==> config.mk <==
export PLATFORM = sky130hd
export DESIGN_NAME = icsc_ctrl
export DESIGN_NICKNAME = d
export VERILOG_FILES = /design/src/rtl/icsc_pkg.sv /design/src/rtl/icsc_arb_if.sv /design/src/rtl/icsc_arbiter.sv /design/src/rtl/icsc_edge_detect.sv /design/src/rtl/icsc_ctrl.sv
export SDC_FILE = /design/constraint.sdc
export NUM_CORES = 1
export LEC_CHECK = 0
export BUFFER_PORTS_ARGS = -buffer_cell sky130_fd_sc_hd__buf_2
export CAP_MARGIN = 0
export CORE_MARGIN = 10
export CORE_UTILIZATION = 45
export DETAILED_ROUTE_END_ITERATION = 7
export RECOVER_POWER = 100
export SLEW_MARGIN = 25
export SYNTH_ARGS = -nofsm -noshare
export SYNTH_HDL_FRONTEND = slang
export SYNTH_SLANG_ARGS = --single-unit
==> constraint.sdc <==
create_clock -name clock -period 66.1 [get_ports clock]
set_input_delay 13.22 -clock clock [delete_from_list [all_inputs] [get_ports clock]]
set_output_delay 13.22 -clock clock [all_outputs]
set_load 0.05 [all_outputs]
==> src/rtl/icsc_pkg.sv <==
package icsc_pkg;
	// byte offsets on the register bus
	localparam logic [11:0] OFS_FLAG       = 12'h000;
	localparam logic [11:0] OFS_ENABLE     = 12'h040;
	localparam logic [11:0] OFS_PRIO       = 12'h080;
	localparam logic [11:0] OFS_VEC_LATCH  = 12'h100;
	localparam logic [11:0] OFS_ALU_STATUS = 12'h104;
	localparam logic [11:0] OFS_CORE_CTRL  = 12'h108;
	localparam logic [11:0] OFS_CTRL_ONE   = 12'h10c;
	localparam logic [11:0] OFS_CTRL_TWO   = 12'h110;
	localparam logic [11:0] OFS_EVT_STATUS = 12'h114;
	localparam logic [11:0] OFS_EVT_MASK   = 12'h118;
	// field positions
	localparam int IPL_LSB    = 5;
	localparam int TOP_BIT    = 3;
	localparam int NEST_BIT   = 15;
	localparam int TRAP_LSB   = 1;
	localparam int ALT_BIT    = 15;
	localparam int DISABLE_INSTR_ACTIVE_BIT   = 14;
	localparam int LEVEL_LSB  = 8;
	localparam int PRIO_FIELD = 4;
	// vector numbers of the three external inputs
	localparam int EXT_VEC0 = 0;
	localparam int EXT_VEC1 = 20;
	localparam int EXT_VEC2 = 29;
	localparam int SRC_MAX  = 128;
	localparam logic [15:0] RST_WORD = 16'h0000;
	typedef logic [2:0] icsc_prio_t;
	typedef logic [6:0] icsc_vec_t;
	typedef logic [3:0] icsc_level_t;
endpackage

==> src/rtl/icsc_arb_if.sv <==
`timescale 1ns/1ps
interface icsc_arb_if #(parameter int NUM_SRC = 32);
	import icsc_pkg::*;
	logic [NUM_SRC-1:0] flags;
	logic [NUM_SRC-1:0] enables;
	icsc_prio_t         prio [NUM_SRC];
	logic               valid;
	icsc_vec_t          win_vec;
	icsc_prio_t         win_prio;
	modport arb (input flags, enables, prio, output valid, win_vec, win_prio);
	modport ctrl (output flags, enables, prio, input valid, win_vec, win_prio);
endinterface

==> src/rtl/icsc_arbiter.sv <==
`timescale 1ns/1ps
module icsc_arbiter #(
	parameter int NUM_SRC = 32
) (
	icsc_arb_if.arb a
);
	import icsc_pkg::*;
	// scan from the top so an equal level at a lower vector overwrites
	always_comb begin
		a.valid    = 1'b0;
		a.win_vec  = '0;
		a.win_prio = '0;
		for (int i = NUM_SRC - 1; i >= 0; i--) begin
			if (a.flags[i] && a.enables[i] && (!a.valid || a.prio[i] >= a.win_prio)) begin
				a.valid    = 1'b1;
				a.win_vec  = 7'(i);
				a.win_prio = a.prio[i];
			end
		end
	end
endmodule

==> src/rtl/icsc_edge_detect.sv <==
`timescale 1ns/1ps
module icsc_edge_detect #(
	parameter int WIDTH = 3
) (
	// clock and reset
	input  wire logic             clock,
	input  wire logic             reset,
	// pins and polarity
	input  wire logic [WIDTH-1:0] pin,
	input  wire logic [WIDTH-1:0] falling,
	// one-cycle edge pulses
	output logic      [WIDTH-1:0] pulse
);
	logic [WIDTH-1:0] prev_reg;

	always_ff @(posedge clock or posedge reset) begin
		if (reset) begin
			prev_reg <= '0;
		end else begin
			prev_reg <= pin;
		end
	end

	assign pulse = (falling & prev_reg & ~pin) | (~falling & ~prev_reg & pin);
endmodule

==> src/rtl/icsc_ctrl.sv <==
`timescale 1ns/1ps
// What this block does
// - every source has a sticky request flag set by hardware, cleared by software
// - every source has its own enable bit
// - every source has a three-bit priority field, eight levels
// - a pending interrupt latches its vector and its priority as new level
// - flag, enable and priority positions follow vector order, source 0 first
// - cpu level low bits sit at 7:5 of the status word, writable
// - core control bit 3 is the level top bit; software may only clear it
// - level code 111 is level 7 or 15 and blocks every user interrupt
// - nesting disable freezes software writes to the level low bits
// - control one bit 15 is nesting disable, zero after reset
// - control one bits 4:1 are hardware-set trap flags
// - control two bit 15 selects the alternate vector table
// - control two bit 14 shows the interrupt-disable instruction, read-only
// - control two bits 2:0 pick falling or rising edge of external inputs
// - unimplemented bits ignore writes and read zero
// - equal levels resolve to the lowest vector number
module icsc_ctrl #(
	parameter int NUM_SRC = 32
) (
	// clock and reset
	input  wire logic               clock,
	input  wire logic               reset,
	// apb slave
	input  wire logic               psel,
	input  wire logic               penable,
	input  wire logic               pwrite,
	input  wire logic [11:0]        paddr,
	input  wire logic [31:0]        pwdata,
	output logic      [31:0]        prdata,
	output logic                    pready,
	output logic                    pslverr,
	// request sources
	input  wire logic [NUM_SRC-1:0] periph_req,
	input  wire logic [2:0]         ext_pin,
	// cpu core side
	input  wire logic [3:0]         trap_event,
	input  wire logic               trap_level_set,
	input  wire logic               disable_instr_active_active,
	input  wire logic               cpu_ack,
	output logic                    irq_req,
	output icsc_pkg::icsc_vec_t     irq_vector,
	output icsc_pkg::icsc_level_t   irq_level,
	output icsc_pkg::icsc_level_t   cpu_level,
	output logic                    alt_table_select,
	// event interrupt
	output logic                    irq
);
	import icsc_pkg::*;

	icsc_arb_if #(.NUM_SRC(NUM_SRC)) arb_bus ();

	logic [NUM_SRC-1:0] flag_reg;
	logic [NUM_SRC-1:0] flag_next;
	logic [NUM_SRC-1:0] en_reg;
	logic [NUM_SRC-1:0] en_next;
	icsc_prio_t         prio_reg [NUM_SRC];
	icsc_prio_t         prio_next [NUM_SRC];
	logic [NUM_SRC-1:0] set_vec;
	icsc_vec_t          vec_latch_reg;
	icsc_level_t        level_latch_reg;
	logic               irq_req_reg;
	logic [2:0]         cpu_low_reg;
	logic [2:0]         cpu_low_next;
	logic               cpu_top_reg;
	logic               cpu_top_next;
	logic               nest_reg;
	logic [3:0]         trap_reg;
	logic [3:0]         trap_next;
	logic               alt_reg;
	logic               disable_instr_active_reg;
	logic [2:0]         pol_reg;
	logic [1:0]         evs_reg;
	logic [1:0]         evs_next;
	logic [1:0]         evm_reg;
	logic               irq_reg;
	logic [31:0]        prdata_reg;
	logic               pready_reg;
	logic               pslverr_reg;
	logic [2:0]         ext_pulse;
	logic [15:0]        flag_word [8];
	logic [15:0]        en_word [8];
	logic [15:0]        prio_word [32];

	// bus phases
	wire setup = psel & ~penable;
	wire wr    = psel & penable & pready_reg & pwrite;

	// address decode
	wire in_flag   = paddr[11:5] == OFS_FLAG[11:5];
	wire in_en     = paddr[11:5] == OFS_ENABLE[11:5];
	wire in_prio   = paddr[11:7] == OFS_PRIO[11:7];
	wire in_latch  = paddr == OFS_VEC_LATCH;
	wire in_alu    = paddr == OFS_ALU_STATUS;
	wire in_core   = paddr == OFS_CORE_CTRL;
	wire in_one    = paddr == OFS_CTRL_ONE;
	wire in_two    = paddr == OFS_CTRL_TWO;
	wire in_evs    = paddr == OFS_EVT_STATUS;
	wire in_evm    = paddr == OFS_EVT_MASK;
	wire hit       = in_flag | in_en | in_prio | in_latch | in_alu | in_core | in_one | in_two | in_evs | in_evm;
	wire wr_flag   = wr & in_flag;
	wire wr_en     = wr & in_en;
	wire wr_prio   = wr & in_prio;
	wire wr_alu    = wr & in_alu;
	wire wr_core   = wr & in_core;
	wire wr_one    = wr & in_one;
	wire wr_two    = wr & in_two;
	wire wr_evs    = wr & in_evs;
	wire wr_evm    = wr & in_evm;

	// external inputs feed their own vector slots
	icsc_edge_detect #(.WIDTH(3)) u_edge (
		.clock   (clock),
		.reset   (reset),
		.pin     (ext_pin),
		.falling (pol_reg),
		.pulse   (ext_pulse)
	);

	// per source flag, enable and priority
	for (genvar i = 0; i < NUM_SRC; i++) begin : g_src
		wire fw = wr_flag && paddr[4:2] == 3'(i / 16);
		wire ew = wr_en && paddr[4:2] == 3'(i / 16);
		wire pw = wr_prio && paddr[6:2] == 5'(i / 4);
		assign set_vec[i] = periph_req[i] | (i == EXT_VEC0 && ext_pulse[0])
			| (i == EXT_VEC1 && ext_pulse[1]) | (i == EXT_VEC2 && ext_pulse[2]);
		// set wins over a clearing write in the same cycle
		assign flag_next[i] = set_vec[i] | (fw ? pwdata[i % 16] : flag_reg[i]);
		assign en_next[i]   = ew ? pwdata[i % 16] : en_reg[i];
		assign prio_next[i] = pw ? pwdata[(i % 4) * PRIO_FIELD +: 3] : prio_reg[i];
		assign arb_bus.prio[i] = prio_reg[i];
	end

	assign arb_bus.flags   = flag_reg;
	assign arb_bus.enables = en_reg;

	// read views; sources beyond the count read zero
	for (genvar w = 0; w < 8; w++) begin : g_fw
		for (genvar b = 0; b < 16; b++) begin : g_b
			if (w * 16 + b < NUM_SRC) begin : g_on
				assign flag_word[w][b] = flag_reg[w * 16 + b];
				assign en_word[w][b]   = en_reg[w * 16 + b];
			end else begin : g_off
				assign flag_word[w][b] = 1'b0;
				assign en_word[w][b]   = 1'b0;
			end
		end
	end
	for (genvar p = 0; p < 32; p++) begin : g_pw
		for (genvar f = 0; f < 4; f++) begin : g_f
			if (p * 4 + f < NUM_SRC) begin : g_on
				assign prio_word[p][f * PRIO_FIELD +: PRIO_FIELD] = {1'b0, prio_reg[p * 4 + f]};
			end else begin : g_off
				assign prio_word[p][f * PRIO_FIELD +: PRIO_FIELD] = 4'h0;
			end
		end
	end

	icsc_arbiter #(.NUM_SRC(NUM_SRC)) u_arb (
		.a (arb_bus)
	);

	// request qualification against the current level
	wire [3:0] cur_level = {cpu_top_reg, cpu_low_reg};
	wire       pend      = arb_bus.valid && {1'b0, arb_bus.win_prio} > cur_level;

	// cpu level: ack loads the latched level, software writes only when nesting allowed
	assign cpu_low_next = cpu_ack ? level_latch_reg[2:0]
		: (wr_alu && !nest_reg) ? pwdata[IPL_LSB +: 3] : cpu_low_reg;
	// hardware set wins over a software clear; software can never set
	assign cpu_top_next = trap_level_set | (cpu_ack & level_latch_reg[3])
		| (cpu_top_reg & ~(wr_core & ~pwdata[TOP_BIT]));
	assign trap_next = trap_event | (wr_one ? pwdata[TRAP_LSB +: 4] : trap_reg);
	// event bits: new request raised, trap seen; write one to clear
	wire [1:0] ev_set = {|trap_event, pend & ~irq_req_reg};
	assign evs_next = ev_set | (evs_reg & ~(wr_evs ? pwdata[1:0] : 2'h0));

	wire [15:0] rd_alu  = {8'h00, cpu_low_reg, 5'h00};
	wire [15:0] rd_core = {12'h000, cpu_top_reg, 3'h0};
	wire [15:0] rd_one  = {nest_reg, 10'h000, trap_reg, 1'b0};
	wire [15:0] rd_two  = {alt_reg, disable_instr_active_reg, 11'h000, pol_reg};
	wire [15:0] rd_lat  = {4'h0, level_latch_reg, 1'b0, vec_latch_reg};
	wire [15:0] rd_data = in_flag ? flag_word[paddr[4:2]]
		: in_en ? en_word[paddr[4:2]]
		: in_prio ? prio_word[paddr[6:2]]
		: in_latch ? rd_lat
		: in_alu ? rd_alu
		: in_core ? rd_core
		: in_one ? rd_one
		: in_two ? rd_two
		: in_evs ? {14'h0000, evs_reg}
		: in_evm ? {14'h0000, evm_reg} : RST_WORD;

	// source state
	always_ff @(posedge clock or posedge reset) begin
		if (reset) begin
			flag_reg <= '0;
			en_reg   <= '0;
			prio_reg <= '{default: '0};
		end else begin
			flag_reg <= flag_next;
			en_reg   <= en_next;
			prio_reg <= prio_next;
		end
	end

	// vector latch and request to the core
	always_ff @(posedge clock or posedge reset) begin
		if (reset) begin
			vec_latch_reg   <= '0;
			level_latch_reg <= '0;
			irq_req_reg     <= 1'b0;
		end else begin
			irq_req_reg <= pend;
			if (pend) begin
				vec_latch_reg   <= arb_bus.win_vec;
				level_latch_reg <= {1'b0, arb_bus.win_prio};
			end
		end
	end

	// cpu level and trap flags
	always_ff @(posedge clock or posedge reset) begin
		if (reset) begin
			cpu_low_reg <= '0;
			cpu_top_reg <= 1'b0;
			trap_reg    <= '0;
		end else begin
			cpu_low_reg <= cpu_low_next;
			cpu_top_reg <= cpu_top_next;
			trap_reg    <= trap_next;
		end
	end

	// control words
	always_ff @(posedge clock or posedge reset) begin
		if (reset) begin
			nest_reg <= 1'b0;
			alt_reg  <= 1'b0;
			pol_reg  <= '0;
			disable_instr_active_reg <= 1'b0;
		end else begin
			disable_instr_active_reg <= disable_instr_active_active;
			if (wr_one)
				nest_reg <= pwdata[NEST_BIT];
			if (wr_two) begin
				alt_reg <= pwdata[ALT_BIT];
				pol_reg <= pwdata[2:0];
			end
		end
	end

	// event status, mask and interrupt line
	always_ff @(posedge clock or posedge reset) begin
		if (reset) begin
			evs_reg <= '0;
			evm_reg <= '0;
			irq_reg <= 1'b0;
		end else begin
			evs_reg <= evs_next;
			irq_reg <= |(evs_next & (wr_evm ? pwdata[1:0] : evm_reg));
			if (wr_evm)
				evm_reg <= pwdata[1:0];
		end
	end

	// apb answer: zero wait states, data captured in the setup cycle
	always_ff @(posedge clock or posedge reset) begin
		if (reset) begin
			prdata_reg  <= '0;
			pready_reg  <= 1'b0;
			pslverr_reg <= 1'b0;
		end else begin
			pready_reg  <= setup;
			pslverr_reg <= setup & ~hit;
			if (setup)
				prdata_reg <= {16'h0000, rd_data};
		end
	end

	assign prdata           = prdata_reg;
	assign pready           = pready_reg;
	assign pslverr          = pslverr_reg;
	assign irq_req          = irq_req_reg;
	assign irq_vector       = vec_latch_reg;
	assign irq_level        = level_latch_reg;
	assign cpu_level        = {cpu_top_reg, cpu_low_reg};
	assign alt_table_select = alt_reg;
	assign irq              = irq_reg;
endmodule

# --- After elaboration in Yosys (flattened, before gate mapping) ---
# Cells that the tools add are included.
totals:
  regBits: 211
  in_bits: 91
  elab_cells: 483
  output_inout_bits: 52
op_classes:
  n_reduce_logical: 146
  n_mux: 152
  order_cmp: 34
  bitwise_logic: 82
  eq_ne: 17
op_table:
  columns: ["op", "n"]
  rows:
  - ["2-to-1 mux 16 bit", 15]
  - ["2-to-1 mux 5 bit", 32]
  - ["2-to-1 mux 3 bit", 34]
  - ["binary-select mux 16 bit (select 3 bit)", 2]
  - ["greater-or-equal comparator 3 bit", 31]
  - ["== test 12 x 9 -> 1 bit (second input constant)", 7]
  - ["binary-select mux 16 bit (select 5 bit)", 1]
  - ["logical AND 1 bit", 77]
  - ["2-to-1 mux 1 bit", 64]
  - ["bitwise OR 1 bit", 45]
  - ["zero test 1 bit", 32]
  - ["logical OR 1 bit", 31]
  - ["== test 5 x 3 -> 1 bit (second input constant)", 4]
  - ["AND 1 bit", 17]
  - ["AND 3 bit", 4]
  - ["== test 5 x 1 -> 1 bit (second input constant)", 2]
  - ["== test 5 x 2 -> 1 bit (second input constant)", 2]
  - ["NOT 3 bit", 3]
  - ["== test 7 x 2 -> 1 bit (second input constant)", 1]
  - ["zero test 7 bit", 1]
  - ["greater-or-equal comparator 6 bit (second input constant)", 1]
  - ["2-to-1 mux 2 bit", 3]
  - ["NOT 5 -> 6 bit", 1]
  - ["zero test 5 bit", 1]
  - ["15 further kinds", 20]

# --- Logic depth before layout (Yosys ltp) ---
# Gate-level depths: netlist (run 1).
depth:
  word_depth: 132
  mapped_depth: 236
  depth_no_buf: 232

# --- By module ---
# From an unflattened synthesis (run 1), not the netlist that was laid out.
hier_totals:
  hier_cells: 1606
  area_unflattened_um2: 15352.2
by_module_without_submodules:
  columns: ["mod", "cells_each", "area_each_um2", "seq_area_each_um2", "n_inst"]
  rows:
  - ["icsc_ctrl", 805, 9880.7, 5205.0, 1]
  - ["icsc_arbiter", 788, 5325.1, 0.0, 1]
  - ["icsc_edge_detect", 13, 146.4, 75.1, 1]

# --- Worst setup path after synthesis (run 1) ---
# Ideal clock, no wire load.
synth_timing:
  path_kind: "reg2reg"
  from: "reg en_reg[31] (netlist: arb_bus.enables[31])"
  to: "reg vec_latch_reg[2] (netlist: irq_vector[2])"
  t_arrival_ns: 42.006
  n_path_buf: 4
  setup_ns: 0.121
  t_required_ns: 65.979
  period_less_slack_ns: 42.127
  setup_slack_ns: 23.973
  path_stages_with_launch: 214
  cell_sequence: "dfrtp_1 > buf_6 > and3_2 > ha_1 > nand2b_1 > a2111oi_2 > nor2b_1 > a22o_1 > ha_1 > or3b_1 > a211oi_1 > or2_2 > nor2_1 > or2_2 > ha_1 > and3_1 > a41oi_1 > o21ai_1 > [... 178 more ...] > a2111o_1 > nand2_4 > nand2_1 > o21ai_0 > ha_1 > nand2b_1 > a21o_1 > a211oi_1 > nor2_1 > a31o_2 > a21oi_2 > nor2_1 > ha_1 > a31oi_1 > o21ai_0 > a21o_2 > dlygate4sd1_1 > a22o_1"
synth_between:
  elab_chain_cells: 128
  word_cells_on_any_way: 223
  classes_between: "32 x order compare; 96 x mux; 95 x reduce/logical"
synth_lines:
  columns: ["element", "line", "text"]
  rows:
  - ["start, declared", "icsc_ctrl.sv:56", "logic [NUM_SRC-1:0] en_reg;"]
  - ["start signal, assigned", "icsc_ctrl.sv:203", "en_reg <= en_next;"]
  - ["logical AND 1 bit (*)", "icsc_arbiter.sv:14", "if (a.flags[i] && a.enables[i] && (!a.valid || a.prio[i] >= a.win_prio)) begin"]
  - ["2-to-1 mux 3 bit / 2-to-1 mux 1 bit (equally long branches)", "icsc_arbiter.sv:14", null]
  - ["greater-or-equal comparator 3 bit / zero test 1 bit (equally long branches)", "icsc_arbiter.sv:14", null]
  - ["logical OR 1 bit", "icsc_arbiter.sv:14", null]
  - ["logical AND 1 bit", "icsc_arbiter.sv:14", null]
  - ["2-to-1 mux 3 bit / 2-to-1 mux 1 bit (equally long branches)", "icsc_arbiter.sv:14", null]
  - ["greater-or-equal comparator 3 bit / zero test 1 bit (equally long branches)", "icsc_arbiter.sv:14", null]
  - ["logical OR 1 bit", "icsc_arbiter.sv:14", null]
  - ["[... 113 more ...]", null, null]
  - ["2-to-1 mux 3 bit / 2-to-1 mux 1 bit (equally long branches)", "icsc_arbiter.sv:14", null]
  - ["greater-or-equal comparator 3 bit / zero test 1 bit (equally long branches)", "icsc_arbiter.sv:14", null]
  - ["logical OR 1 bit", "icsc_arbiter.sv:14", null]
  - ["logical AND 1 bit", "icsc_arbiter.sv:14", null]
  - ["2-to-1 mux 3 bit (*)", "icsc_arbiter.sv:14", null]
  - ["via arb_bus.win_prio[2]", "icsc_arb_if.sv:9", "icsc_prio_t win_prio;"]
  - ["greater-than comparator 3 x 4 -> 1 bit (*)", "icsc_ctrl.sv:166", "wire pend = arb_bus.valid && {1'b0, arb_bus.win_prio} > cur_level;"]
  - ["logical AND 1 bit (*)", "icsc_ctrl.sv:166", null]
  - ["end signal, assigned", "icsc_ctrl.sv:217", "vec_latch_reg <= arb_bus.win_vec;"]
  - ["end, declared", "icsc_ctrl.sv:61", "icsc_vec_t vec_latch_reg;"]
# Mark *: on every way through the listed nets, which the timed path passes. The rest lies on a longest branch.
# A chain may end at the register's enable or synchronous reset.

# --- Final worst setup path (run 1) ---
layout_timing:
  from: "reg en_reg[31] (netlist: arb_bus.enables[31])"
  to: "reg irq_reg (netlist: irq)"
layout_between:
  elab_chain_cells: 132
  word_cells_on_any_way: 195
  classes_between: "32 x order compare; 64 x mux; 3 x bitwise; 96 x reduce/logical"
layout_lines:
  columns: ["element", "line", "text"]
  rows:
  - ["logical AND 1 bit (*)", "icsc_arbiter.sv:14", null]
  - ["2-to-1 mux 3 bit / 2-to-1 mux 1 bit (equally long branches)", "icsc_arbiter.sv:14", null]
  - ["greater-or-equal comparator 3 bit / zero test 1 bit (equally long branches)", "icsc_arbiter.sv:14", null]
  - ["logical OR 1 bit", "icsc_arbiter.sv:14", null]
  - ["logical AND 1 bit", "icsc_arbiter.sv:14", null]
  - ["2-to-1 mux 3 bit / 2-to-1 mux 1 bit (equally long branches)", "icsc_arbiter.sv:14", null]
  - ["greater-or-equal comparator 3 bit / zero test 1 bit (equally long branches)", "icsc_arbiter.sv:14", null]
  - ["logical OR 1 bit", "icsc_arbiter.sv:14", null]
  - ["[... 117 more ...]", null, null]
  - ["2-to-1 mux 3 bit", "icsc_arbiter.sv:14", null]
  - ["greater-than comparator 3 x 4 -> 1 bit", "icsc_ctrl.sv:166", null]
  - ["logical AND 1 bit (*)", "icsc_ctrl.sv:166", null]
  - ["AND 1 bit (*)", "icsc_ctrl.sv:176", "wire [1:0] ev_set = {|trap_event, pend & ~irq_req_reg};"]
  - ["bitwise OR 2 bit (*)", "icsc_ctrl.sv:177", "assign evs_next = ev_set | (evs_reg & ~(wr_evs ? pwdata[1:0] : 2'h0));"]
  - ["via evs_next[0]", "icsc_ctrl.sv:75", "logic [1:0] evs_next;"]
  - ["AND 2 bit (*)", "icsc_ctrl.sv:262", "irq_reg <= |(evs_next & (wr_evm ? pwdata[1:0] : evm_reg));"]
  - ["OR reduction 2 bit (*)", "icsc_ctrl.sv:262", null]
  - ["end signal, assigned", "icsc_ctrl.sv:262", null]
  - ["end, declared", "icsc_ctrl.sv:77", "logic irq_reg;"]
# Marks and branches as above.

==> reports/metrics.yaml, run 1 <==
status: "complete, but fails checks"
violations: "max-capacitance violations, max-slew violations"
async_flop_share: 1.000
synthCells: 1614
period_share: 0.7638
antenna_found_initial: 0
rrSetupSlack_ps: 15610
yosys-top-cells-count: "dfrtp_1 (209), nand2_1 (192), mux2_2 (107)"
synth_most_common_cell: "dfrtp_1"
htreeDepth: 1
crit_family: "compound AO/OA/AOI/OAI gates"
synthDistinctLibCells: 117
setup_viol: 0
max_freq_mhz: 19.81
max_stage_delay_ps: 790
ys_ff_latch: 209
cellInternalPower_uw: 213.4
p_total_uw: 288.5
avgSynthCellArea_um2: 9.409
synth_top_area_frac: 0.3444
power_density_mw_per_mm2: 17.30
antenna_left: 0
switchingPower_uw: 75.02
largest_reg_flops: 96
drv_cap: 4
clock_latency_ps: 550
synth.area.top_cells: "dfrtp_1 (34%), mux2_2 (7.9%), ha_1 (5.8%), mux4_2 (5.0%), nand2_1 (4.7%)"
place_congestion: 0.9332
die_h_um: 203.7
finalNonFillerCells: 2160
whs_ps: 496.7
die_w_um: 203.7
grt_pass1_wl_um: 82020
placed_cells: 2120
grt_max_degree: 78
grt-ovfl-total: 0
power_frac_seq: 0.449
cts_resized: 0
cts_tree: "yes"
portBuffers: 107
finalHoldViolations: 0
grt_pass1_vias: 13050
core_area_mm2: 0.03345
worst_r2r_path_depth: 212
routed_wl_um: 54620
via_per_inst: 6.197
cts_setup_buffers: 0
grtUsageTotal: 0.2576
die-area_mm2: 0.04149
nNetsFinal: 1859
start_kind: "flop"
drt_iter0_markers: 1245
diodes: 0
hp-class: "reg -> reg"
critPathKind: "reg -> reg"
drt_first_pass_iters: 6
cts_made_buffers: 23
cellLeakagePower_uw: 0.007368
timing.rr.start: "arb_bus.enables[31]"
synth_top_area_cell: "dfrtp_1"
fin_crit_ps: 50490
fp-row-count: 67
dp_hpwl_um: 41840
holdBufCountCts: 0
maxSlewViolCount: 231
setup_tns_ps: 0
wire_per_inst_um: 25.29
syn_area_mm2: 0.01519
num_vias: 13390
io_pins: 143
drc: 0
irDropWorstVdd_uv: 21.50
reg2reg_to: "irq"
clk_pin_slew_ps: 60
synth_ff_type: "dfrtp_1"
endpoint_kind: "flop"
skew_ps: 23.59
max_slew_margin: -1.593
crit_required_ps: 66530
ys.warnings.count: 0
clock-root-buffer: "clkbuf_16"
comb_power_share: 0.085
crit_fanout: 13
hp-start: "prdata[3]"
ys_seq_area_frac: 0.3444
initial_utilization: 0.4540
synth_edf_count: 0
drive_gt1_frac: 0.1922
cts_buffer_depth: 3
arrival_ps: 50920
power.share.clock: 0.466
swShare: 0.2601
worstMarginPinSlew_ps: 3890
hold_path_end: "prdata[3]"
min_path_cells: 2
crit_top_cell: "ha_1"
crit_buf_inv: 5
rsz0062_at_grt: "no"
cts.sinks: 209
critPathSlowestCell: "a221oi_1"
area_growth_pct: 9.829
cell usage in the layout (no fill, tap or decap), drive strengths merged, types with 13 or more instances in the layout:
master	instances
buf	71
a221oi	15
a21o	17
o31ai	13
a21oi	76
ha	71
and2	28
nand3b	21
o21ai	113
nand4	13
a211o	20
dfrtp	209
inv	79
mux4	34
nor3	36
o211ai	15
nand2	193
nor2	107
a31oi	29
conb	19
mux2	107
nand2b	33
a211oi	21
mux2i	36
clkbuf	79
nor2b	29
or2	14
nand3	31
o21a	16
cells by family (layout without fill, tap and decap cells):
family	Yosys count	in the layout	share of synthesized area
other	1	19	0.0002469
AOI/OAI and AO/OA	438	438	0.2120
buffers and inverters	162	242	0.04688
and+or+nand+nor	554	554	0.1832
muxes	177	177	0.1535
DFF	209	209	0.3444
adders and majority gates	73	73	0.05982
tightest hold or removal path, stage by stage, from the launching register on:
cell	delay, ps
dfrtp_1	360
nand2_1	50
nand2_1	50
power groups by stage:
stage	registers, uW	clock network (uW)	logic (uW)
floorplan	133	0	14.6
CTS	129	135	24.8
finish	129	135	24.5
global placement	132	0	24.5
detailed placement	132	0	24.7
global route	129	141	26.2
how the worst max path moves through the flow:
stage / start / end / slack, ps / cells past startpoint
after floorplan: arb_bus.enables[31] / irq_vector[2] / 23970 / 213
after global placement: arb_bus.enables[31] / irq / 18530 / 207
after detailed placement: arb_bus.enables[31] / irq / 18250 / 212
after CTS: arb_bus.enables[31] / irq / 17950 / 210
after global routing: arb_bus.enables[31] / irq / 10780 / 218
final: arb_bus.enables[31] / irq / 15610 / 212
layout make-up:
class / count / area [um^2]
well taps: 448 / 560.5
repair buffers: 122 / 559.3
clock buffers: 28 / 614.3
flip-flops and latches: 209 / 5230
clock inverters: 12 / 150.1
inverters: 80 / 301.5
fillers: 3154 / 16770
multi-input cells: 1261 / 9263
metal layers:
metal	vias up	GRT usage	routed length [um]
met2	503	0.4127	25160
met5	-	0	0
met3	123	0.04109	3517
met1	6624	0.3385	23230
met4	0	0.1116	2705
li1	6135	-	-
through the flow:
| step | worst slack [ps] | cell area (um^2) | utilization |
|---|---|---|---|
| 2_1_floorplan | 23970 | 15250 | - |
| 3_3_place_gp | 18530 | 16090 | 0.4811 |
| 3_5_place_dp | 18250 | 16100 | 0.4812 |
| 4_1_cts | 17950 | 16860 | 0.5041 |
| 5_1_grt | 10780 | 16680 | 0.4986 |
| 6_report | 15610 | 16680 | 0.4986 |
Note: power is estimated with default switching activity, not from simulation.
==> inputs of run 2 (changes only) <==
--- a/config.mk
+++ b/config.mk
@@ -10,6 +10,7 @@
 export CORE_MARGIN = 10
 export CORE_UTILIZATION = 45
 export DETAILED_ROUTE_END_ITERATION = 7
+export PLACE_DENSITY = 0.66
 export RECOVER_POWER = 100
 export SLEW_MARGIN = 25
 export SYNTH_ARGS = -nofsm -noshare
==> constraint.sdc (replaced) <==
create_clock -name clock -period 43.6 [get_ports clock]
set_input_delay 8.72 -clock clock [delete_from_list [all_inputs] [get_ports clock]]
set_output_delay 8.72 -clock clock [all_outputs]
set_load 0.05 [all_outputs]
==> run 2 against run 1 <==
The run ends with design-rule violations, max-capacitance violations, max-slew violations left. Total power is 57% higher. Clock skew is 12 ps lower. Core utilization is 5.9 points higher. Cell count is 7.0% higher. Wire length is 1.4% higher. Sequential share of layout area is 3.3 points lower. Via count is 7.0% higher. Non-clock buffer count is 149 higher. Maximum frequency is 21% higher. Final area is 12% higher. Register-to-register slack worse by 14000 ps. Die area stayed put. Critical endpoint is now irq_vector[0].
==> reports/metrics.yaml, run 2 (same netlist as run 1, synthesis figures left out) <==
finalNonFillerCells: 2311  # was 2160
crit_family: "compound AO/OA/AOI/OAI gates"  # unchanged
cts_buffer_depth: 3  # unchanged
num_vias: 14320  # was 13390
area_growth_pct: 22.82  # was 9.829%
placed_cell_area_mm2: 0.01693  # was 0.01610 mm^2
portBuffers: 107  # unchanged
cts_made_buffers: 24  # was 23
htreeDepth: 1  # unchanged
crit_top_cell: "ha_1"  # unchanged
via_per_inst: 6.197  # about the same
placed_cells: 2231  # was 2120
holdBufCountCts: 0  # unchanged
drt_iter0_markers: 1418  # was 1245
drive_gt1_frac: 0.3194  # was 0.1922
crit_required_ps: 44050  # was 66530 ps
diodes: 0  # unchanged
drc: 1  # was 0
die_h_um: 203.7  # unchanged
grtUsageTotal: 0.2566  # was 0.2576
clock_latency_ps: 550  # about the same
start_kind: "flop"  # unchanged
dp_hpwl_um: 41540  # was 41840 um
initial_utilization: 0.4540  # unchanged
cts.sinks: 209  # unchanged
final_cell_mix: "dfrtp_1 (208), nand2_1 (188), buf_4 (156)"  # was dfrtp_1 (209), nand2_1 (192), o21ai_0 (106), mux2_2 (106), nor2_1 (105)
setup_viol: 0  # unchanged
clock-root-buffer: "clkbuf_16"  # unchanged
max_freq_mhz: 24.02  # was 19.81 MHz
power_density_mw_per_mm2: 24.26  # was 17.30 mW/mm^2
grt-ovfl-total: 0  # unchanged
critPathSlowestCell: "a2111o_1"  # was a221oi_1
antenna_left: 0  # unchanged
finalHoldViolations: 0  # unchanged
period_share: 0.9549  # was 0.7638
fp-row-count: 67  # unchanged
violations: "design-rule violations, max-capacitance violations, max-slew violations"  # was max-capacitance violations, max-slew violations
layout_commonest_cell: "dfrtp_1"  # unchanged
finalInstanceArea_mm2: 0.01865  # was 0.01668 mm^2
cellLeakagePower_uw: 0.008270  # was 0.007368 uW
nNetsFinal: 2009  # was 1859
fin_crit_ps: 41630  # was 50490 ps
max_slew_margin: -3.165  # was -1.593
antenna_found_initial: 0  # unchanged
irDropWorstVdd_uv: 30.87  # was 21.50 uV
io_pins: 143  # unchanged
grt_pass1_vias: 13770  # was 13050
max_stage_delay_ps: 510  # was 790 ps
grt_max_degree: 138  # was 78
critPathKind: "reg -> reg"  # unchanged
core_area_mm2: 0.03345  # unchanged
clk_pin_slew_ps: 60  # about the same
maxSlewViolCount: 258  # was 231
crit_buf_inv: 9  # was 5
crit_fanout: 7  # was 13
arrival_ps: 42080  # was 50920 ps
endpoint_kind: "flop"  # unchanged
use_met1: 0.3267  # was 0.3385
die_w_um: 203.7  # unchanged
routed_wl_um: 55350  # was 54620 um
drv_cap: 4  # unchanged
wire_per_inst_um: 23.95  # was 25.29 um
status: "complete, but fails checks"  # unchanged
worstMarginPinSlew_ps: 6248  # was 3890 ps
drt_first_pass_iters: 7  # was 6
setup_tns_ps: 0  # unchanged
die-area_mm2: 0.04149  # unchanged
hp-class: "reg -> reg"  # unchanged
place_congestion: 0.9753  # was 0.9332
skew_ps: 11.63  # was 23.59 ps
grt_use_met2: 0.4026  # was 0.4127
met3_usage: 0.06362  # was 0.04109
grt_pass1_wl_um: 82880  # was 82020 um
largest_reg_flops: 96  # unchanged
post-route-util: 0.5576  # was 0.4986
cts_tree: "yes"  # unchanged
grt-busiest-layer: "met2"  # unchanged
run 2: metrics by stage:
step           worst slack, ps  hold slack [ps]  power (uW)
2_1_floorplan             1473            464.9       224.4
3_3_place_gp             35.56            462.5       237.6
3_5_place_dp            -638.8            470.1       238.1
4_1_cts                  37.86            483.6       451.1
5_1_grt                 -397.5            523.8       463.5
6_report                  1966            492.3       452.4
run 2: area by class of cell:
class	count	area, um^2
fill	3008	14800
multi-input combinational	1261	10040
sequential	209	5231
timing repair buffer	271	1694
clock buffer	33	664.4
tap	448	560.5
inverter	80	301.5
clock inverter	9	160.2
run 2: worst paths after layout:
kind,cells after the start,slack [ps],from,to
setup / recovery,219,1970,arb_bus.prio[0],irq_vector[0]
hold / removal,2,490,prdata[8],prdata[8]
setup reg to reg,219,1970,arb_bus.prio[0],irq_vector[0]
hold reg to reg,2,490,prdata[8],prdata[8]
max in group asynchronous,3,28060,reset,arb_bus.flags[28]
min in group asynchronous,2,10080,reset,arb_bus.prio[0]
run 2: tightest hold or removal path, delay by kind of cell, from the launching register on:
family          cells  cell delay, ps
flops               1             340
compound gates      1              60
simple gates        1              50
run 2: where the power goes:
part,switching [uW],leakage [uW],internal (uW)
clock,85.5,0.000404,130
combinational,28.0,0.00537,12.3
sequential,1.15,0.00249,195
total,115,0.00827,338
run 2: layer usage:
layer / vias up / routed length, um / part of all wire
met2: 678 / 25220 / 0.46
li1: 6430 / - / -
met5: - / 0 / 0
met3: 147 / 5109 / 0.092
met4: 0 / 2935 / 0.053
met1: 7067 / 22090 / 0.40
run 2: what timing repair did:
action,in CTS,in global routing
setup endpoints to repair,11,11
pin swaps,2,78
gates resized for setup,16,138
gates cloned,0,0
buffers inserted,0,38
